`src/shared/ac_fire_regs.vh`:
```
`ifndef AC_FIRE_REGS_VH
`define AC_FIRE_REGS_VH

// Register byte offsets on the APB
`define REG_CTRL 8'h00
`define REG_SETPOINT 8'h04
`define REG_DELAY 8'h08
`define REG_BURST 8'h0C
`define REG_RAMP 8'h10
`define REG_STATUS 8'h14

// Field positions
`define CTRL_MODE_LSB 0
`define DELAY_ANGLE_LSB 0
`define DELAY_HALVES_LSB 8
`define BURST_MIN_LSB 0
`define RAMP_DUR_LSB 0
`define STAT_LEVEL_LSB 0
`define STAT_BURST_ON 8
`define STAT_HALF_FIRE 9
`define STAT_GATE 10
`define STAT_POSITIVE 11
`define STAT_ENABLE 12

// Firing modes
`define MODE_BURST_DELAYED 2'h0
`define MODE_HALF_CYCLE 2'h1
`define MODE_ANGLE 2'h2
`define MODE_ANGLE_RAMPED 2'h3

// Reset values
`define CTRL_RESET 2'h0
`define SETPOINT_RESET 7'h00
`define DELAY_ANGLE_RESET 8'h50
`define DELAY_HALVES_RESET 8'h01
`define MIN_CYCLES_RESET 8'h01
`define RAMP_DUR_RESET 8'h00

// Scale constants
`define PCT_FULL 7'h64
`define DEG_HALF 8'hB4

// Timing: one ramp step is 50 ms at an 8 ns clock
`define RAMP_STEP_MS 32'h00000032
`define CLK_PERIOD_NS 32'h00000008
`define NS_PER_MS 32'h000F4240
`define RAMP_STEP_CYCLES (`RAMP_STEP_MS * `NS_PER_MS / `CLK_PERIOD_NS)

`endif

```
`src/zc_tracker.v`:
```
`timescale 1ns/100ps
`default_nettype none
`include "ac_fire_regs.vh"

module zc_tracker (
  input wire clk_sys,
  input wire rstn,
  input wire zeroCrossIn,
  output reg halfStart,
  output reg positiveHalf,
  output reg [7:0] angle
);

  reg zcMeta;
  reg zcStable;
  reg zcLast;
  reg [23:0] halfCount;
  reg [23:0] period;
  reg [24:0] degAcc;
  wire [24:0] degSum = degAcc + {17'h00000, `DEG_HALF};

  // Angle ticks 180 times per half cycle, scaled by the last measured half period
  always @(posedge clk_sys) begin
    if (!rstn) begin
      zcMeta <= 1'b0;
      zcStable <= 1'b0;
      zcLast <= 1'b0;
      halfCount <= 24'h000000;
      period <= 24'hFFFFFF;
      degAcc <= 25'h0000000;
      halfStart <= 1'b0;
      positiveHalf <= 1'b0;
      angle <= 8'h00;
    end else begin
      zcMeta <= zeroCrossIn;
      zcStable <= zcMeta;
      zcLast <= zcStable;
      halfStart <= 1'b0;
      if (zcStable != zcLast) begin
        period <= halfCount + 24'h000001;
        halfCount <= 24'h000000;
        degAcc <= 25'h0000000;
        angle <= 8'h00;
        halfStart <= 1'b1;
        positiveHalf <= zcStable;
      end else begin
        if (halfCount != 24'hFFFFFF)
          halfCount <= halfCount + 24'h000001;
        if (degSum >= {1'b0, period}) begin
          degAcc <= degSum - {1'b0, period};
          // Saturate so a lost crossing never wraps back to an early angle
          if (angle < `DEG_HALF - 8'h01)
            angle <= angle + 8'h01;
        end else begin
          degAcc <= degSum;
        end
      end
    end
  end

endmodule // zc_tracker
`default_nettype wire

```
`src/soft_ramp.v`:
```
`timescale 1ns/100ps
`default_nettype none
`include "ac_fire_regs.vh"

module soft_ramp #(
  parameter [31:0] STEP_CYCLES = `RAMP_STEP_CYCLES
) (
  input wire clk_sys,
  input wire rstn,
  input wire [6:0] target,
  input wire [7:0] duration,
  input wire bypass,
  input wire enable,
  output reg [6:0] level
);

  reg enableLast;
  reg [39:0] stepAcc;
  // Full scale (100 steps) spans the whole ramp time
  wire [39:0] limit = {32'h00000000, duration} * {8'h00, STEP_CYCLES};
  wire [39:0] next_stepAcc = stepAcc + 40'h0000000064;

  always @(posedge clk_sys) begin
    if (!rstn) begin
      enableLast <= 1'b0;
      stepAcc <= 40'h0000000000;
      level <= 7'h00;
    end else begin
      enableLast <= enable;
      if (!enable) begin
        level <= 7'h00;
        stepAcc <= 40'h0000000000;
      end else if (bypass || duration == 8'h00) begin
        level <= target;
        stepAcc <= 40'h0000000000;
      end else if (!enableLast) begin
        level <= 7'h00;
        stepAcc <= 40'h0000000000;
      end else if (level != target) begin
        if (next_stepAcc >= limit) begin
          stepAcc <= 40'h0000000000;
          level <= (level < target) ? level + 7'h01 : level - 7'h01;
        end else begin
          stepAcc <= next_stepAcc;
        end
      end else begin
        stepAcc <= 40'h0000000000;
      end
    end
  end

endmodule // soft_ramp
`default_nettype wire

```
`src/ac_load_firing_control.v`:
```
// Register access over APB and the register addresses were decided locally.
`timescale 1ns/100ps
`default_nettype none
`include "ac_fire_regs.vh"

module ac_load_firing_control #(
  parameter [31:0] RAMP_STEP_CYCLES = `RAMP_STEP_CYCLES
) (
  input wire clk_sys,
  input wire rstn,
  input wire [7:0] paddr,
  input wire psel,
  input wire penable,
  input wire pwrite,
  input wire [31:0] pwdata,
  output reg [31:0] prdata,
  output reg pready,
  output reg pslverr,
  input wire zeroCrossIn,
  input wire enableIn,
  output reg gateDrive
);

  // Demand above full scale is held at full scale
  function [6:0] clampPct;
    input [7:0] raw;
    begin
      clampPct = (raw > {1'b0, `PCT_FULL}) ? `PCT_FULL : raw[6:0];
    end
  endfunction

  // Firing angle in degrees for a demand: 180 - demand * 180 / 100
  function [7:0] fireAngleOf;
    input [6:0] pct;
    reg [9:0] scaled;
    begin
      scaled = ({3'h0, pct} * 10'h009) / 10'h005;
      fireAngleOf = `DEG_HALF - scaled[7:0];
    end
  endfunction

  // A zero minimum would never close a block, so it counts as one
  function [7:0] atLeastOne;
    input [7:0] value;
    begin
      atLeastOne = (value == 8'h00) ? 8'h01 : value;
    end
  endfunction

  reg [1:0] mode;
  reg [6:0] setPoint;
  reg [7:0] delayAngle;
  reg [7:0] delayedHalfCycleCount;
  reg [7:0] minOnOffCycles;
  reg [7:0] rampDuration;

  reg enMeta;
  reg enSync;

  wire halfStart;
  wire positiveHalf;
  wire [7:0] angle;
  wire [6:0] rampLevel;

  reg burstOn;
  reg [7:0] blockLeft;
  reg [7:0] burstAcc;
  reg [7:0] delayLeft;
  reg [8:0] halfAcc;
  reg lastPolarity;
  reg halfFire;
  reg [7:0] halfAngle;

  reg next_burstOn;
  reg [7:0] next_blockLeft;
  reg [7:0] next_burstAcc;
  reg [7:0] next_delayLeft;
  reg [7:0] burstSum;
  reg next_halfFireHc;
  reg [8:0] next_halfAcc;
  reg [8:0] halfSum;

  wire apbAccess = psel && penable;
  wire apbDone = apbAccess && pready;
  wire addrMapped = (paddr == `REG_CTRL) || (paddr == `REG_SETPOINT) ||
    (paddr == `REG_DELAY) || (paddr == `REG_BURST) ||
    (paddr == `REG_RAMP) || (paddr == `REG_STATUS);

  zc_tracker tracker (
    .clk_sys(clk_sys),
    .rstn(rstn),
    .zeroCrossIn(zeroCrossIn),
    .halfStart(halfStart),
    .positiveHalf(positiveHalf),
    .angle(angle)
  );

  soft_ramp #(
    .STEP_CYCLES(RAMP_STEP_CYCLES)
  ) ramp (
    .clk_sys(clk_sys),
    .rstn(rstn),
    .target(setPoint),
    .duration(rampDuration),
    .bypass(mode == `MODE_ANGLE),
    .enable(enSync),
    .level(rampLevel)
  );

  // Enable arrives from a pin
  always @(posedge clk_sys) begin
    if (!rstn) begin
      enMeta <= 1'b0;
      enSync <= 1'b0;
    end else begin
      enMeta <= enableIn;
      enSync <= enMeta;
    end
  end

  // One wait state: pready rises in the second access cycle
  always @(posedge clk_sys) begin
    if (!rstn) begin
      pready <= 1'b0;
      pslverr <= 1'b0;
      prdata <= 32'h00000000;
    end else begin
      pready <= apbAccess && !pready;
      if (apbAccess && !pready) begin
        pslverr <= !addrMapped;
        prdata <= 32'h00000000;
        if (!pwrite) begin
          case (paddr)
            `REG_CTRL: prdata[`CTRL_MODE_LSB +: 2] <= mode;
            `REG_SETPOINT: prdata[6:0] <= setPoint;
            `REG_DELAY: begin
              prdata[`DELAY_ANGLE_LSB +: 8] <= delayAngle;
              prdata[`DELAY_HALVES_LSB +: 8] <= delayedHalfCycleCount;
            end
            `REG_BURST: prdata[`BURST_MIN_LSB +: 8] <= minOnOffCycles;
            `REG_RAMP: prdata[`RAMP_DUR_LSB +: 8] <= rampDuration;
            `REG_STATUS: begin
              prdata[`STAT_LEVEL_LSB +: 7] <= rampLevel;
              prdata[`STAT_BURST_ON] <= burstOn;
              prdata[`STAT_HALF_FIRE] <= halfFire;
              prdata[`STAT_GATE] <= gateDrive;
              prdata[`STAT_POSITIVE] <= positiveHalf;
              prdata[`STAT_ENABLE] <= enSync;
            end
            default: prdata <= 32'h00000000;
          endcase
        end
      end else if (!apbAccess) begin
        pslverr <= 1'b0;
      end
    end
  end

  // Writes land only at the edge that completes the access
  always @(posedge clk_sys) begin
    if (!rstn) begin
      mode <= `CTRL_RESET;
      setPoint <= `SETPOINT_RESET;
      delayAngle <= `DELAY_ANGLE_RESET;
      delayedHalfCycleCount <= `DELAY_HALVES_RESET;
      minOnOffCycles <= `MIN_CYCLES_RESET;
      rampDuration <= `RAMP_DUR_RESET;
    end else if (apbDone && pwrite) begin
      case (paddr)
        `REG_CTRL: mode <= pwdata[`CTRL_MODE_LSB +: 2];
        `REG_SETPOINT: setPoint <= clampPct(pwdata[7:0]);
        `REG_DELAY: begin
          // Angles past the half cycle would never fire
          delayAngle <= (pwdata[7:0] >= `DEG_HALF) ? `DEG_HALF - 8'h01 : pwdata[7:0];
          delayedHalfCycleCount <= pwdata[`DELAY_HALVES_LSB +: 8];
        end
        `REG_BURST: minOnOffCycles <= pwdata[`BURST_MIN_LSB +: 8];
        `REG_RAMP: rampDuration <= pwdata[`RAMP_DUR_LSB +: 8];
        default: mode <= mode;
      endcase
    end
  end

  // Burst decision, taken once per block of min cycles at the positive half start
  always @* begin
    next_burstOn = burstOn;
    next_blockLeft = blockLeft;
    next_burstAcc = burstAcc;
    next_delayLeft = delayLeft;
    burstSum = burstAcc + {1'b0, rampLevel};
    if (positiveHalf) begin
      if (blockLeft <= 8'h01) begin
        // Blocks of min cycles keep every on and off run at least that long
        next_blockLeft = atLeastOne(minOnOffCycles);
        if (burstSum >= {1'b0, `PCT_FULL}) begin
          next_burstOn = 1'b1;
          next_burstAcc = burstSum - {1'b0, `PCT_FULL};
        end else begin
          next_burstOn = 1'b0;
          next_burstAcc = burstSum;
        end
        if (next_burstOn && !burstOn)
          next_delayLeft = delayedHalfCycleCount;
      end else begin
        next_blockLeft = blockLeft - 8'h01;
      end
    end
  end

  // Half-cycle decision with polarity alternation
  always @* begin
    halfSum = halfAcc + {2'h0, rampLevel};
    next_halfFireHc = 1'b0;
    next_halfAcc = halfSum;
    if (halfSum >= {2'h0, `PCT_FULL}) begin
      // A due half of the same polarity as the last fired one waits a half
      if (positiveHalf != lastPolarity) begin
        next_halfFireHc = 1'b1;
        next_halfAcc = halfSum - {2'h0, `PCT_FULL};
      end
    end
  end

  always @(posedge clk_sys) begin
    if (!rstn) begin
      burstOn <= 1'b0;
      blockLeft <= 8'h00;
      burstAcc <= 8'h00;
      delayLeft <= 8'h00;
      halfAcc <= 9'h000;
      lastPolarity <= 1'b0;
      halfFire <= 1'b0;
      halfAngle <= 8'h00;
    end else if (!enSync) begin
      // Next enable starts a fresh burst, so its first halves are delayed again
      burstOn <= 1'b0;
      blockLeft <= 8'h00;
      burstAcc <= 8'h00;
      delayLeft <= 8'h00;
      halfAcc <= 9'h000;
      halfFire <= 1'b0;
    end else if (halfStart) begin
      case (mode)
        `MODE_BURST_DELAYED: begin
          burstOn <= next_burstOn;
          blockLeft <= next_blockLeft;
          burstAcc <= next_burstAcc;
          halfFire <= next_burstOn;
          if (next_burstOn && next_delayLeft != 8'h00) begin
            halfAngle <= delayAngle;
            delayLeft <= next_delayLeft - 8'h01;
          end else begin
            halfAngle <= 8'h00;
            delayLeft <= 8'h00;
          end
        end
        `MODE_HALF_CYCLE: begin
          halfFire <= next_halfFireHc;
          halfAcc <= next_halfAcc;
          halfAngle <= 8'h00;
          if (next_halfFireHc)
            lastPolarity <= positiveHalf;
        end
        `MODE_ANGLE, `MODE_ANGLE_RAMPED: begin
          halfFire <= (rampLevel != 7'h00);
          halfAngle <= fireAngleOf(rampLevel);
        end
        default: halfFire <= 1'b0;
      endcase
    end
  end

  // Gate holds from the firing angle to the next zero crossing
  always @(posedge clk_sys) begin
    if (!rstn) begin
      gateDrive <= 1'b0;
    end else if (!enSync) begin
      gateDrive <= 1'b0;
    end else begin
      gateDrive <= halfFire && (angle >= halfAngle);
    end
  end

endmodule // ac_load_firing_control
`default_nettype wire

```
`config.mk`:
```
export PLATFORM = sky130hd
export DESIGN_NAME = ac_load_firing_control
export DESIGN_NICKNAME = d
export VERILOG_FILES = /design/src/zc_tracker.v /design/src/soft_ramp.v /design/src/ac_load_firing_control.v
export VERILOG_INCLUDE_DIRS = /design/src /design/src/shared
export SDC_FILE = /design/constraint.sdc
export NUM_CORES = 1
export LEC_CHECK = 0
export ABC_AREA = 1
export CAP_MARGIN = 15
export CORE_MARGIN = 8
export CORE_UTILIZATION = 57
export CTS_BUF_LIST = sky130_fd_sc_hd__clkbuf_2
export CTS_CLUSTER_SIZE = 10
export DETAILED_ROUTE_END_ITERATION = 16
export DONT_BUFFER_PORTS = 1
export PLACE_DENSITY = 0.69
export SLEW_MARGIN = 20
export SYNTH_ARGS = -nofsm -noshare
export SYNTH_HDL_FRONTEND = slang
export SYNTH_SLANG_ARGS = --single-unit
```
`constraint.sdc`:
```
create_clock -name clk_sys -period 7.9 [get_ports clk_sys]
set_input_delay 1.58 -clock clk_sys [delete_from_list [all_inputs] [get_ports clk_sys]]
set_output_delay 1.58 -clock clk_sys [all_outputs]
set_load 0.1 [all_outputs]
```
# == After elaboration in Yosys (flattened, before gate mapping) ==
# Index checks and enable logic that the tools add are counted.
# totals
regBits,256
# classes
n_eq_ne,15
mul,2
div,1
add_sub_neg,14
mux,36
n_bitwise,4
reduce_logical,39
order_cmp,10
# ops
op,count
$mux W8,9
$mux W7,6
$add A40 B7 Y40 const B,1
$ge A40 B31 Y1,1
$mul A8 B19 Y27 const B,1
$add A25 B8 Y25 const B,1
$ge A25 B24 Y1,1
$mux W25,1
$pmux W5 S5,1
$sub A25 B24 Y25,1
$add A24 B1 Y24 const B,1
$logic_not A8 Y1,3
$ne A24 B24 Y1 const B,1
$pmux W8 S3,1
$reduce_and A2 Y1,11
$mux W9,2
$eq A8 B4 Y1 const B,2
$eq A8 B5 Y1 const B,2
$mux W16,1
$sub A8 B1 Y8 const B,2
$pmux W2 S6,1
$div A10 B3 Y10 const B,1
$mul A7 B4 Y10 const B,1
$mux W1,10
37 further kinds,59

# == Depth between registers and ports, before layout ==
# logic_depth
ltp_word,13
depth_mapped,49
ltp_nobuf,49

# == Modules after synthesis ==
# From an unflattened synthesis, not the netlist that was laid out.
# unflattened
cells_unflattened,2710
area_unflattened_um2,18761.7
# by_module_without_submodules
module,cells_per_inst,area_each_um2,n_inst
ac_load_firing_control,1009,7096.8,1
soft_ramp,816,5915.7,1
zc_tracker,885,5749.3,1

# == Worst setup path before layout ==
# OpenSTA, ideal clock, no wires.
# synth_path
path_kind,reg2reg
start,register rampDuration[5]
end,register ramp.level[0]
setup_slack_ps,1710
t_arrival_ps,6105
stages_incl_launch_ff,36
synth_period_minus_slack_ps,6190
n_path_buf,1
setup_time_ps,86
path_cell_list,dfxtp_1 -> fa_1 -> inv_1 -> fa_1 -> fa_1 -> inv_1 -> fa_1 -> ha_1 -> inv_1 -> o21bai_1 -> a21oi_1 -> nor2_1 -> nor2_1 -> inv_1 -> a21oi_1 -> o21bai_1 -> a21oi_1 -> o21bai_1 -> a21oi_1 -> o21bai_1 -> a21o_1 -> a21oi_1 -> o21bai_1 -> a21oi_1 -> xor2_1 -> ha_1 -> a21oi_1 -> o2111ai_1 -> nor3_2 -> inv_1 -> nand2_1 -> nand2_1 -> inv_2 -> buf_4 -> nor2_1 -> a211oi_1
# synth_via
elab_chain_len,4
word_cells_on_any_way,8
# synth_rtl
element,line_no,text
start: declaration,ac_load_firing_control.v:55,reg [7:0] rampDuration;
start signal: assignment,ac_load_firing_control.v:167,rampDuration <= `RAMP_DUR_RESET;
start signal: assignment,ac_load_firing_control.v:178,`REG_RAMP: rampDuration <= pwdata[`RAMP_DUR_LSB +: 8];
$mul A8 B19 Y27 / $logic_not A8 Y1 (equally long branches),"soft_ramp.v:20, soft_ramp.v:33",
$ge A40 B31 Y1 / $logic_or A1 B1 Y1 (equally long branches),"soft_ramp.v:40, soft_ramp.v:33",
$ne A3 B3 Y1 (no source line),--,
$reduce_and A2 Y1 (no source line),--,
end signal: assignment,soft_ramp.v:34,level <= target;
end signal: assignment,soft_ramp.v:42,level <= (level < target) ? level + 7'h01 : level - 7'h01;
end: declaration,soft_ramp.v:14,output reg [6:0] level
# Parallel ways exist; a longest one is shown, timed or not.
# A chain may end at the register's enable or synchronous reset.

# == Final worst setup path ==
# layout_path
start,register rampDuration[6]
end,register ramp.stepAcc[9]
# layout_via
elab_chain_len,3
word_cells_on_any_way,5
# layout_rtl
element,line_no,text
$mul A8 B19 Y27 / $logic_not A8 Y1 (equally long branches),"soft_ramp.v:20, soft_ramp.v:33",
$ge A40 B31 Y1 / $logic_or A1 B1 Y1 (equally long branches),"soft_ramp.v:40, soft_ramp.v:33",
$reduce_or A6 Y1 (no source line) *,--,
end signal: assignment,soft_ramp.v:44,stepAcc <= next_stepAcc;
end: declaration,soft_ramp.v:18,reg [39:0] stepAcc;
# Every way passes the cells marked *; elsewhere a longest branch is shown, timed or not.

==> results.sh <==
export IMPL_status="complete, no violations"
export IMPL_crit_type="register to register"
export IMPL_tns_ns=0
export IMPL_crit_required_ns=8.60
export IMPL_r2r_start="rampDuration[6]"
export IMPL_die_x_um=188.0
export IMPL_vdd_drop_max_mv=0.1074
export IMPL_async_flop_share=0
export IMPL_grt_pass1_vias=14329
export IMPL_wl_um=38740
export IMPL_crit_cells=31
export IMPL_core_area_sq_um=29400
export IMPL_antenna_left=0
export IMPL_yosys_cell_count_top_type="inv_1"
export IMPL_clockBufferDepth=3
export IMPL_rsz0062_at_grt="false"
export IMPL_grt_antenna_before_repair=2
export IMPL_cpMostUsedCell="a21oi_1"
export IMPL_min_path_type="register to register"
export IMPL_hp_start="enMeta"
export IMPL_critPathMaxStageDelay_ns=0.65
export IMPL_maxCapViolCount=0
export IMPL_first_iter_violations=743
export IMPL_arrival_ns=7.63
export IMPL_viasPerCell=5.274
export IMPL_row_count=63
export IMPL_fin_ws_ns=0.9745
export IMPL_netlist_area_sq_um=16870
export IMPL_synth_top_area_frac=0.2825
export IMPL_synth_edff_count=0
export IMPL_r2r_slack_ns=0.97
export IMPL_cp_max_fo=29
export IMPL_wl_per_cell_um=13.96
export IMPL_yosys_warnings=0
export IMPL_hold_viol_final=0
export IMPL_syn_inst=2293
export IMPL_synthTopCellsByArea="dfxtp_1, ha_1, inv_1, nand2_1, a21oi_1"
export IMPL_crit_family="adder cells"
export IMPL_min_delay_worst_endpoint="enSync"
export IMPL_ys_types=56
export IMPL_overflow=0
export IMPL_htreeDepth=3
export IMPL_avgSynthCellArea_sq_um=7.356
export IMPL_pin_count=82
export IMPL_hold_depth=2
export IMPL_ys_ff_latch=238
export IMPL_placedCellCount=2655
export IMPL_synth_commonest_cells="inv_1, nand2_1, dfxtp_1, nor2_1, a21oi_1"
export IMPL_portBuffers=0
export IMPL_dpl_instance_area_sq_um=17200
export IMPL_nNetsFinal=2589
export IMPL_r2r_end="ramp.stepAcc[9]"
export IMPL_clkTransAtPathRegs_ns=0.09
export IMPL_clock_skew_ns=0.1081
export IMPL_gp_congestion=0.9002
export IMPL_die_y_um=188.0
export IMPL_yosysTopAreaCell="dfxtp_1"
export IMPL_ctsResizeCount=0
export IMPL_fill_cells=2762
export IMPL_period_share=0.8766
export IMPL_layout_drive_gt1_share=0.08054
export IMPL_max_slew_worst_pin_slew_ns=1.115
export IMPL_clock_latency_ns=0.89
export IMPL_vias=14636
export IMPL_post_cts_setup_buffers=0
export IMPL_pre_cts_slack_ns=1.012
export IMPL_power_leakage_nw=8.750
export IMPL_slowest_stage="fa_1"
export IMPL_powerDensity_nw_per_um2=133.5
export IMPL_fin_area_sq_um=17840
export IMPL_clkSinkCount=238
export IMPL_start_util=0.5736
export IMPL_slew_headroom=0.2557
export IMPL_ctsHoldBuffers=0
export IMPL_stdcell_count=2775
export IMPL_grt_pass1_wl_um=65780
export IMPL_hpwl_um=29780
export IMPL_fmax_mhz=144.4
export IMPL_critPathBufInv=5
export IMPL_cp_start_kind="register"
export IMPL_area_growth_pct=5.779
export IMPL_grt_util_all_layers=0.2184
export IMPL_cts_made_buffers=69
export IMPL_drcViolationCount=0
export IMPL_cts_tree="built"
export IMPL_root_buffer="clkbuf_2"
export IMPL_synth_ff_type="dfxtp_1"
export IMPL_grt_start_max_net_pins=56
export IMPL_period_needed_ns=6.926
export IMPL_ff2ff_path_depth=31
export IMPL_fp_dieArea_sq_um=35350
export IMPL_end_kind="register"
export IMPL_drt_pre_antenna_iters=5
export IMPL_synth_seq_area_share=0.2825
export IMPL_slew_viol_final=0
export IMPL_setup_viol=0
## flip-flops by register name, indices dropped and copies added (netlist names), 2 cells and up
register	count
minOnOffCycles	8
delayAngle	8
setPoint	7
burstAcc	8
blockLeft	8
ramp.level	7
delayedHalfCycleCount	8
tracker.degAcc	25
halfAcc	9
mode	2
halfAngle	8
tracker.period	24
rampDuration	8
ramp.stepAcc	38
tracker.halfCount	24
tracker.angle	8
prdata	16
delayLeft	8
## worst max-delay path by stage
stage | startpoint | end
CTS | rampDuration[6] | ramp.level[6]
detailed placement | rampDuration[6] | ramp.level[4]
global route | rampDuration[6] | ramp.level[4]
finish | rampDuration[6] | ramp.stepAcc[9]
floorplan | rampDuration[5] | ramp.level[0]
global placement | rampDuration[6] | ramp.level[4]
## power breakdown
part	total (W)	internal, W	switching, W
clock	0.000944	0.000399	0.000545
sequential	0.00124	0.00122	0.0000167
combinational	0.000200	0.0000617	0.000138
## placed cells by master, fill, tap and decap left out, types with 3 or more instances in the layout
cell type,synthesis,routed
inv_1,409,409
nand2_1,319,319
dfxtp_1,238,238
nor2_1,189,188
a21oi_1,188,188
ha_1,160,160
o21ai_0,151,151
clkbuf_2,0,98
nand3_1,82,82
xor2_1,77,77
fa_1,46,46
xnor2_1,45,45
nor3_1,44,44
o22ai_1,34,34
nand4_1,33,33
conb_1,1,25
nand2_2,21,21
clkinv_1,6,19
a31oi_1,18,18
o21bai_1,15,15
nor4_1,14,14
nand3_2,13,13
a211oi_1,13,13
o211ai_1,12,12
a22oi_1,12,12
or2_2,11,11
inv_2,8,9
nand2_4,8,8
o31ai_1,7,7
buf_4,17,7
o221ai_1,6,6
nor2_2,4,5
nor3b_1,5,5
a21o_1,5,5
a32oi_1,5,5
nor3_2,4,4
a21oi_2,4,4
o2111ai_1,4,4
o21ai_1,3,3
clkinv_2,0,3
## final cells by class
type | instances | area, sq um | share of cell area
Multi-Input combinational cell | 1596 | 10300 | 0.5776
Sequential cell | 238 | 4765 | 0.2671
Inverter | 424 | 1594 | 0.08935
Clock buffer | 98 | 490.5 | 0.02749
Tap cell | 390 | 488.0 | 0.02735
Clock inverter | 21 | 143.9 | 0.008065
Timing Repair Buffer | 7 | 52.55 | 0.002946
Antenna cell | 1 | 2.502 | 0.0001403
## worst register-to-register path: cells and delay by family (launching register included)
kind / cells / cell delay, ns
xor+xnor: 1 / 0.18
flops: 1 / 0.43
simple gates: 5 / 0.85
buf+inv: 5 / 0.59
compound gates: 14 / 1.90
fa+ha+maj: 6 / 2.81
## layer usage
| layer | global-route usage | wire length [um] |
|---|---|---|
| met4 | 0.06788 | 860 |
| met2 | 0.3606 | 17510 |
| met3 | 0.04551 | 2485 |
| met1 | 0.2818 | 17870 |
| met5 | 0 | 12 |
## logic make-up (layout without fill, tap and decap cells)
logic type      after synthesis  in the layout  share of synthesized area
simple gates                753            753                     0.2016
buf+inv                     483            550                     0.1120
fa+ha+maj                   206            206                     0.1733
mux                           2              2                   0.001187
compound gates              488            488                     0.1659
xor+xnor                    122            122                    0.06335
flops                       238            238                     0.2825
other cells                   1             26                  0.0002223
## stage by stage
step	util	hold slack, ns	power [W]
after global placement	0.5851	0.3934	0.001460
after global routing	0.6068	0.4326	0.002516
final	0.6068	0.4208	0.002381
after detailed placement	0.5851	0.4007	0.001464
after floorplan	-	0.3905	0.001440
after CTS	0.6067	0.4217	0.002413
(Power assumes the default switching activity.)
